**config.mk**
```make
export PLATFORM = sky130hd
export DESIGN_NAME = asram_host
export DESIGN_NICKNAME = d
export VERILOG_FILES = /design/src/rtl/asram_pkg.sv /design/src/rtl/asram_timer.sv /design/src/rtl/asram_host.sv
export SDC_FILE = /design/constraint.sdc
export NUM_CORES = 1
export LEC_CHECK = 0
export BUFFER_PORTS_ARGS = -buffer_cell sky130_fd_sc_hd__buf_2
export CAP_MARGIN = 25
export CORE_AREA = 2 2 84 86
export CTS_BUF_LIST = sky130_fd_sc_hd__clkbuf_8
export DETAILED_ROUTE_END_ITERATION = 16
export DIE_AREA = 0 0 86 88
export HOLD_SLACK_MARGIN = 0.03
export PLACE_DENSITY = 0.88
export SYNTH_ARGS = -nofsm -noshare
export SYNTH_HDL_FRONTEND = slang
export SYNTH_SLANG_ARGS = --single-unit
export TNS_END_PERCENT = 1
```
**constraint.sdc**
```tcl
create_clock -name clock -period 3.31 [get_ports clock]
set_input_delay 0.1655 -clock clock [delete_from_list [all_inputs] [get_ports clock]]
set_output_delay 0.1655 -clock clock [all_outputs]
set_load 0.02 [all_outputs]
```
**src/rtl/asram_pkg.sv**
```systemverilog
// Package for the static memory host controller: geometry, pin encodings and timing counts.
// Assumes a 125 MHz system clock; all times are in nanoseconds.
package asram_pkg;
	localparam int ASRAM_ADDR_W = 18;
	localparam int ASRAM_DATA_W = 16;
	localparam int ASRAM_BYTE_W = 8;
	localparam int ASRAM_CLK_PERIOD_NS = 8;
	// Slowest speed grade figures, safe for every grade.
	localparam int ASRAM_READ_CYCLE_MIN_NS = 100;
	localparam int ASRAM_WRITE_CYCLE_MIN_NS = 100;
	localparam int ASRAM_WRITE_PULSE_MIN_NS = 70;
	localparam int ASRAM_ADDR_SETUP_NS = 0;
	localparam int ASRAM_WRITE_RECOVERY_NS = 0;
	localparam int ASRAM_OE_VALID_MAX_NS = 50;
	// Least times round up to whole cycles, never below one.
	function automatic int asram_cycles_up(input int ns);
		int c;
		c = (ns + ASRAM_CLK_PERIOD_NS - 1) / ASRAM_CLK_PERIOD_NS;
		return (c < 1) ? 1 : c;
	endfunction
	localparam int ASRAM_READ_CYCLES = asram_cycles_up(ASRAM_READ_CYCLE_MIN_NS);
	localparam int ASRAM_WRITE_CYCLES = asram_cycles_up(ASRAM_WRITE_CYCLE_MIN_NS);
	localparam int ASRAM_WPULSE_CYCLES = asram_cycles_up(ASRAM_WRITE_PULSE_MIN_NS);
	localparam int ASRAM_SETUP_CYCLES = asram_cycles_up(ASRAM_ADDR_SETUP_NS);
	localparam int ASRAM_RECOV_CYCLES = asram_cycles_up(ASRAM_WRITE_RECOVERY_NS);
	localparam int ASRAM_CNT_W = 8;
	// Byte mask encodings on the user side: bit 0 low byte, bit 1 high byte.
	localparam logic [1:0] ASRAM_MASK_NONE = 2'h0;
	localparam logic [1:0] ASRAM_MASK_WORD = 2'h3;
	typedef enum logic [3:0] {
		ASRAM_IDLE = 4'h1,
		ASRAM_READ = 4'h2,
		ASRAM_WSETUP = 4'h4,
		ASRAM_WPULSE = 4'h8
	} asram_state_t;
endpackage

```
**src/rtl/asram_timer.sv**
```systemverilog
// Down counter that marks the end of a programmed interval.
// Assumes one clock; load and load value come from the owning state machine; the count runs down on its own.
`timescale 1ns/1ps
module asram_timer import asram_pkg::*; #(
	parameter int CNT_W = ASRAM_CNT_W
) (
	input wire logic clock,
	input wire logic reset_n,
	input wire logic load,
	input wire logic [CNT_W-1:0] load_value,
	output logic done
);
	typedef struct packed {
		logic [CNT_W-1:0] count;
	} asram_tmr_t;
	asram_tmr_t state_r;
	asram_tmr_t state_nxt;

	// Load wins over counting; the counter rests at zero.
	always_comb begin
		state_nxt = state_r;
		if (load) begin
			state_nxt.count = load_value;
		end else if (state_r.count != '0) begin
			state_nxt.count = state_r.count - 1'b1;
		end
	end

	// Synchronous reset to an expired timer.
	always_ff @(posedge clock) begin
		if (!reset_n) begin
			state_r <= '0;
		end else begin
			state_r <= state_nxt;
		end
	end

	// Expiry depends only on the registered count.
	// The owner raises load from done, so done must not look at load or the two would form a loop.
	assign done = (state_r.count == '0);
endmodule // asram_timer

```
**src/rtl/asram_host.sv**
```systemverilog
// Host controller for an asynchronous 256K x 16 static memory with byte enables.
// Assumes one 125 MHz clock, synchronous pin inputs, and a board that resolves the data lanes from the enables.
`timescale 1ns/1ps
module asram_host import asram_pkg::*; #(
	parameter int READ_CYCLES = ASRAM_READ_CYCLES,
	parameter int WRITE_CYCLES = ASRAM_WRITE_CYCLES,
	parameter int WPULSE_CYCLES = ASRAM_WPULSE_CYCLES
) (
	input wire logic clock,
	input wire logic reset_n,
	input wire logic req_valid,
	output logic req_ready,
	input wire logic req_write,
	input wire logic [ASRAM_ADDR_W-1:0] req_addr,
	input wire logic [1:0] req_mask,
	input wire logic [ASRAM_DATA_W-1:0] req_wdata,
	output logic rsp_valid,
	output logic [ASRAM_DATA_W-1:0] rsp_rdata,
	output logic [ASRAM_ADDR_W-1:0] word_addr,
	output logic chip_sel_n,
	output logic out_en_n,
	output logic write_en_n,
	output logic low_byte_en_n,
	output logic high_byte_en_n,
	input wire logic [ASRAM_DATA_W-1:0] data_lanes_in,
	output logic [ASRAM_DATA_W-1:0] data_lanes_out,
	output logic [1:0] data_lanes_oe
);
	// Elaboration checks: the write strobe must fall for at least one whole cycle.
	if (WPULSE_CYCLES < 1) begin : g_bad_pulse
		$error("asram_host: write pulse must last at least one cycle");
	end

	// The write cycle must hold set-up, pulse and recovery, or the tail count would wrap.
	if (WRITE_CYCLES < WPULSE_CYCLES + ASRAM_SETUP_CYCLES + ASRAM_RECOV_CYCLES) begin : g_bad_wcycle
		$error("asram_host: write cycle shorter than set-up, pulse and recovery");
	end

	// A read needs one cycle to open the lanes and one to sample them.
	if (READ_CYCLES < 2) begin : g_short_read
		$error("asram_host: read cycle must be at least two cycles");
	end

	// Every interval must fit the eight-bit interval timer.
	if (READ_CYCLES > 255) begin : g_long_read
		$error("asram_host: read cycle does not fit the timer");
	end

	// The write cycle is loaded in three parts (set-up, pulse, tail), but the whole must still fit the timer.
	if (WRITE_CYCLES > 255) begin : g_long_write
		$error("asram_host: write cycle does not fit the timer");
	end

	// The pulse is loaded on its own and must fit as well.
	if (WPULSE_CYCLES > 255) begin : g_long_pulse
		$error("asram_host: write pulse does not fit the timer");
	end

	typedef struct packed {
		asram_state_t st;
		logic [ASRAM_ADDR_W-1:0] addr;
		logic [ASRAM_DATA_W-1:0] wdata;
		logic [1:0] mask;
		logic cs_n;
		logic oe_n;
		logic we_n;
		logic [1:0] drive;
		logic rsp;
		logic [ASRAM_DATA_W-1:0] rdata;
		logic [ASRAM_CNT_W-1:0] rest;
	} asram_host_t;
	asram_host_t state_r;
	asram_host_t state_nxt;
	logic tmr_load;
	logic [ASRAM_CNT_W-1:0] tmr_value;
	logic tmr_done;

	// Interval timer for the read cycle, write set-up, write pulse and write cycle tail.
	asram_timer #(.CNT_W(ASRAM_CNT_W)) u_timer (
		.clock(clock),
		.reset_n(reset_n),
		.load(tmr_load),
		.load_value(tmr_value),
		.done(tmr_done)
	);

	// Byte mask to active-low enable pair; unused mask bits stay high.
	function automatic logic [1:0] asram_lane_en_n(input logic [1:0] mask);
		return ~mask;
	endfunction

	// Sequencer for one access at a time.
	// A read opens select and output enable on the edge that takes the request,
	// waits out the whole read cycle and samples the lanes on its last cycle.
	// A write opens select with the address and the lanes one cycle before the
	// write strobe falls, holds the strobe for the pulse time, raises strobe and
	// select together and then keeps address and data for the rest of the cycle.
	// Keeping data past the strobe's rise gives hold time without a second edge.
	// The timer's done flag is level, so a state that loads on done does so once.
	always_comb begin
		state_nxt = state_r;
		state_nxt.rsp = 1'b0;
		tmr_load = 1'b0;
		tmr_value = '0;
		unique case (state_r.st)
			ASRAM_IDLE: begin
				state_nxt.cs_n = 1'b1;
				state_nxt.oe_n = 1'b1;
				state_nxt.we_n = 1'b1;
				state_nxt.drive = 2'b00;
				// An empty mask would be a null access, so it is answered at once.
				if (req_valid && req_mask == ASRAM_MASK_NONE) begin
					state_nxt.rsp = 1'b1;
					state_nxt.rdata = '0;
				end else if (req_valid) begin
					state_nxt.addr = req_addr;
					state_nxt.mask = req_mask;
					state_nxt.wdata = req_wdata;
					state_nxt.cs_n = 1'b0;
					tmr_load = 1'b1;
					if (req_write) begin
						// Address and lanes settle one cycle before write enable falls.
						state_nxt.st = ASRAM_WSETUP;
						state_nxt.drive = req_mask;
						tmr_value = ASRAM_CNT_W'(ASRAM_SETUP_CYCLES - 1);
					end else begin
						state_nxt.st = ASRAM_READ;
						state_nxt.oe_n = 1'b0;
						tmr_value = ASRAM_CNT_W'(READ_CYCLES - 1);
					end
				end
			end
			ASRAM_READ: begin
				// Sample the lanes at the end of the read cycle, well after output valid.
				if (tmr_done) begin
					state_nxt.rdata[ASRAM_BYTE_W-1:0] = state_r.mask[0] ? data_lanes_in[ASRAM_BYTE_W-1:0] : '0;
					state_nxt.rdata[ASRAM_DATA_W-1:ASRAM_BYTE_W] =
						state_r.mask[1] ? data_lanes_in[ASRAM_DATA_W-1:ASRAM_BYTE_W] : '0;
					state_nxt.rsp = 1'b1;
					state_nxt.cs_n = 1'b1;
					state_nxt.oe_n = 1'b1;
					state_nxt.st = ASRAM_IDLE;
				end
			end
			ASRAM_WSETUP: begin
				// Set-up over: drop the write strobe and split the cycle into pulse and tail.
				if (tmr_done) begin
					state_nxt.we_n = 1'b0;
					tmr_load = 1'b1;
					tmr_value = ASRAM_CNT_W'(WPULSE_CYCLES - 1);
					state_nxt.rest = ASRAM_CNT_W'(WRITE_CYCLES - WPULSE_CYCLES - ASRAM_SETUP_CYCLES);
					state_nxt.st = ASRAM_WPULSE;
				end
			end
			ASRAM_WPULSE: begin
				// First expiry ends the pulse; the second ends the write cycle tail.
				if (!state_r.we_n && tmr_done) begin
					// Write enable and chip select rise together; lanes and address hold past the edge.
					state_nxt.we_n = 1'b1;
					state_nxt.cs_n = 1'b1;
					tmr_load = 1'b1;
					tmr_value = ASRAM_CNT_W'(state_r.rest - 1'b1);
				end else if (state_r.we_n && tmr_done) begin
					state_nxt.drive = 2'b00;
					state_nxt.rsp = 1'b1;
					state_nxt.st = ASRAM_IDLE;
				end
			end
			// An illegal code can only come from an upset; recover to idle.
			default: begin
				state_nxt.st = ASRAM_IDLE;
			end
		endcase
	end

	// Synchronous reset leaves the memory deselected and all lanes released.
	always_ff @(posedge clock) begin
		if (!reset_n) begin
			state_r <= '{st: ASRAM_IDLE, cs_n: 1'b1, oe_n: 1'b1, we_n: 1'b1, default: '0};
		end else begin
			state_r <= state_nxt;
		end
	end

	// Pin and user outputs from the state flip-flops; byte enables gated by chip select.
	assign req_ready = (state_r.st == ASRAM_IDLE);
	assign rsp_valid = state_r.rsp;
	assign rsp_rdata = state_r.rdata;
	assign word_addr = state_r.addr;
	assign chip_sel_n = state_r.cs_n;
	assign out_en_n = state_r.oe_n;
	assign write_en_n = state_r.we_n;
	assign {high_byte_en_n, low_byte_en_n} = (state_r.cs_n) ? 2'b11 : asram_lane_en_n(state_r.mask);
	assign data_lanes_out = state_r.wdata;
	assign data_lanes_oe = state_r.drive;
endmodule // asram_host

```
==> flow_summary_export.csv <==
group,metric,value,unit
outcome,outcome,"finished clean",
timing,drv_slew,0,
detailed_routing,detail-route-antenna-nets,0,
timing,rsz0062_at_grt,"no",
place,numPortBuffers,114,
place,placed_cell_area,3460,um2
yosys,yosysUniqueCellTypes,47,
critical_path,end_kind,"register",
timing,period_needed,2.23,ns
critical_path,startpoint_type,"register",
detailed_routing,first_pass_iters,4,
cts,cts_htree_levels,3,
critical_path,cp_slowest_cell,"nor4b_1",
yosys,synthesis.nets,441,
floorplanning,start_util,48.7,%
detailed_routing,via_per_inst,5.37,
detailed_routing,drt-total-wl,6.99,mm
cts,cts_root_buf,"clkbuf_8",
yosys,ys_seq_elements,71,
yosys,synthArstFlopShare,0,%
critical_path,r2r_slack,1.08,ns
cts,cts_made_buffers,9,
global_routing,grt_first_pass_wirelength,11.5,mm
critical_path,cp.arrival,2.42,ns
global_routing,antenna_found_initial,0,
yosys,ys.warnings.count,0,
detailed_routing,drtIter0Drc,93,
cts,clk_pin_slew,0.08,ns
cts,cts_tree,"done",
global_routing,grt_max_degree,35,
finish,n_antenna_cell,0,
yosys,synth-edff-count,0,
job,maxCapViolations,0,
critical_path,worstPathCellList,"nor4b_1 > nand3_2 > a32oi_1 > nor2_1",
power_and_ir_drop,peakVddDrop,0.000263,V
yosys,synth.cell_area,3240,um2
floorplanning,dieArea,7570,um2
timing,finalClockSkew,0.0103,ns
yosys,syn_area_per_cell,8.45,um2
worst_hold_path,whs_path_depth,3,
timing,slew_headroom,44.9,%
critical_path,reg2reg_depth,4,
critical_path,cp_max_fo,19,
finish,nets,497,
worst_hold_path,worstHoldStart,"data_lanes_in[2]",
floorplanning,dieHeight,88,um
cts,clock_sinks,71,
critical_path,max_stage_delay,0.71,ns
finish,final_area,3690,um2
finish,drive_above_1_share,32.9,%
cts,clk_latency,0.33,ns
detailed_routing,vias,2815,
detailed_routing,wl_per_cell,13.3,um
critical_path,timing.rr.end,"rsp_rdata[9]",
cts,postCtsHoldBufs,0,
floorplanning,core,6640,um2
timing,min_period_over_period,67.4,%
yosys,ys_seq_area_share,43.9,%
timing,setup_viol,0,
cts,cts_resized,0,
critical_path,r2r_start,"state_r[67]",
cts,post_cts_buffers,0,
detailed_routing,drc_errors,0,
yosys,yosys_most_used_dff,"dfxtp_1",
worst_hold_path,worstHoldPathType,"in -> reg",
cts,cts_buffer_depth,2,
critical_path,path_class,"reg -> reg",
yosys,synthCells,383,
power_and_ir_drop,p_per_area,686,nW/um2
global_routing,grt_pass1_vias,2576,
floorplanning,pin_count,115,
place,detailed_place_hpwl,5.10,mm
timing,worstMarginPinSlew,0.815,ns
worst_hold_path,hold_path_end,"rsp_rdata[2]",
timing,finalSetupTns,0,ns
global_routing,grt_use_total,18.9,%
global_routing,overflow,0,
critical_path,worstPathRequired,3.50,ns
floorplanning,die_w,86,um
floorplanning,rows,30,
place,gp_congestion,0.855,
finish,area_growth,13.9,%
timing,max_freq,0.448,GHz
timing,hold_viol_final,0,
power_and_ir_drop,p_leak,1.64,nW
[worst max path at each step]
stage | slack [ns] | startpoint | depth (start not counted) | to
floorplan | 1.30 | u_timer.state_r[0] | 7 | rsp_rdata[7]
global placement | 1.22 | state_r[67] | 4 | rsp_rdata[11]
detailed placement | 1.12 | state_r[67] | 4 | rsp_rdata[9]
CTS | 1.10 | state_r[67] | 4 | rsp_rdata[9]
global route | 0.92 | state_r[69] | 6 | u_timer.state_r[3]
finish | 1.08 | state_r[67] | 4 | rsp_rdata[9]
[critical path, delay by kind of cell (launching register included)]
family           cells  cell delay, ns
AND/OR/NAND/NOR      3            1.26
flip-flops           1            0.47
AO/OA/AOI/OAI        1            0.36
[registers in the layout (all words and copies together), names as in the netlist]
name / count
u_timer.state_r: 8
out_en_n: 1
rsp_rdata: 16
word_addr: 18
state_r: 7
rsp_valid: 1
write_en_n: 1
chip_sel_n: 1
data_lanes_oe: 2
data_lanes_out: 16
[cells in the mapped netlist (2+ instances only)]
cell type,n,area share (%)
clkbuf_1,16,1.9
nand2_1,74,8.6
nand3_2,2,0.62
xnor2_1,3,0.81
and4_1,3,0.81
or4_1,2,0.46
buf_1,2,0.23
o311a_1,2,0.62
buf_6,2,0.70
nor2_1,28,3.2
o31a_1,2,0.54
nand2b_1,3,0.58
ha_1,2,0.77
nor3_1,3,0.46
nor4b_1,3,0.81
dfxtp_1,71,44
a21oi_1,42,6.5
a32oi_1,17,4.6
xor2_1,3,0.81
o21ai_0,9,1.4
buf_2,3,0.46
o21a_1,4,0.93
inv_1,4,0.46
nor3b_1,3,0.70
nand3_1,6,0.93
buf_4,53,12
[logic make-up (layout without fill, tap and decap cells)]
| group | after synthesis | in the layout | share of synthesized area (%) |
|---|---|---|---|
| flip-flops | 71 | 71 | 43.9 |
| XOR/XNOR | 6 | 6 | 1.62 |
| AO/OA/AOI/OAI | 86 | 86 | 17.4 |
| adder cells (fa/ha/maj) | 2 | 2 | 0.773 |
| AND/OR/NAND/NOR | 138 | 138 | 20.3 |
| buffers and inverters | 80 | 141 | 16.0 |
[area by class of cell]
class | count | area [um2]
well taps | 80 | 100
flip-flops and latches | 71 | 1420
clock buffers | 10 | 138
fillers | 647 | 2960
multi-input cells | 232 | 1300
clock inverters | 6 | 85.1
repair buffers | 121 | 623
inverters | 4 | 15.0
[where the power goes]
| group | internal, W | switching, W |
|---|---|---|
| combinational | 0.000311 | 0.000434 |
| clock | 0.000442 | 0.000313 |
| sequential | 0.000943 | 0.0000856 |
[per-stage QoR]
stage | worst slack [ns] | power (W) | utilization [%] | cells | hold WS (ns)
2_1_floorplan | 1.30 | 0.00159 | - | 383 | 0.296
3_3_place_gp | 1.22 | 0.00176 | 52.1 | 508 | 0.386
3_5_place_dp | 1.12 | 0.00179 | 52.1 | 508 | 0.397
4_1_cts | 1.10 | 0.00254 | 55.5 | 524 | 0.0407
5_1_grt | 0.917 | 0.00270 | 55.5 | 524 | 0.0483
6_report | 1.08 | 0.00253 | 55.5 | 524 | 0.0569
[metal layers]
| layer | vias up | routed length (um) | GRT usage [%] |
|---|---|---|---|
| met5 | - | 0 | 0 |
| met3 | 7 | 644 | 5.28 |
| met2 | 126 | 3160 | 31.6 |
| li1 | 1381 | - | - |
| met4 | 0 | 93 | 7.50 |
| met1 | 1301 | 3090 | 23.1 |
[cells in the final DEF, fill, tap and decap left out, types with 3 or more instances in the layout]
master    synthesis  final
nand2b_1          3      3
inv_1             4      5
nor3_1            3      3
nor2_1           28     28
buf_2             3    114
buf_4            53      7
a21oi_1          42     42
nand3_1           6      6
dfxtp_1          71     71
xor2_1            3      3
and4_1            3      3
a32oi_1          17     17
nand2_1          74     74
clkbuf_8          0     10
o21a_1            4      4
nor3b_1           3      3
xnor2_1           3      3
o21ai_0           9      9
No activity file was read; power rests on OpenSTA's default activity.
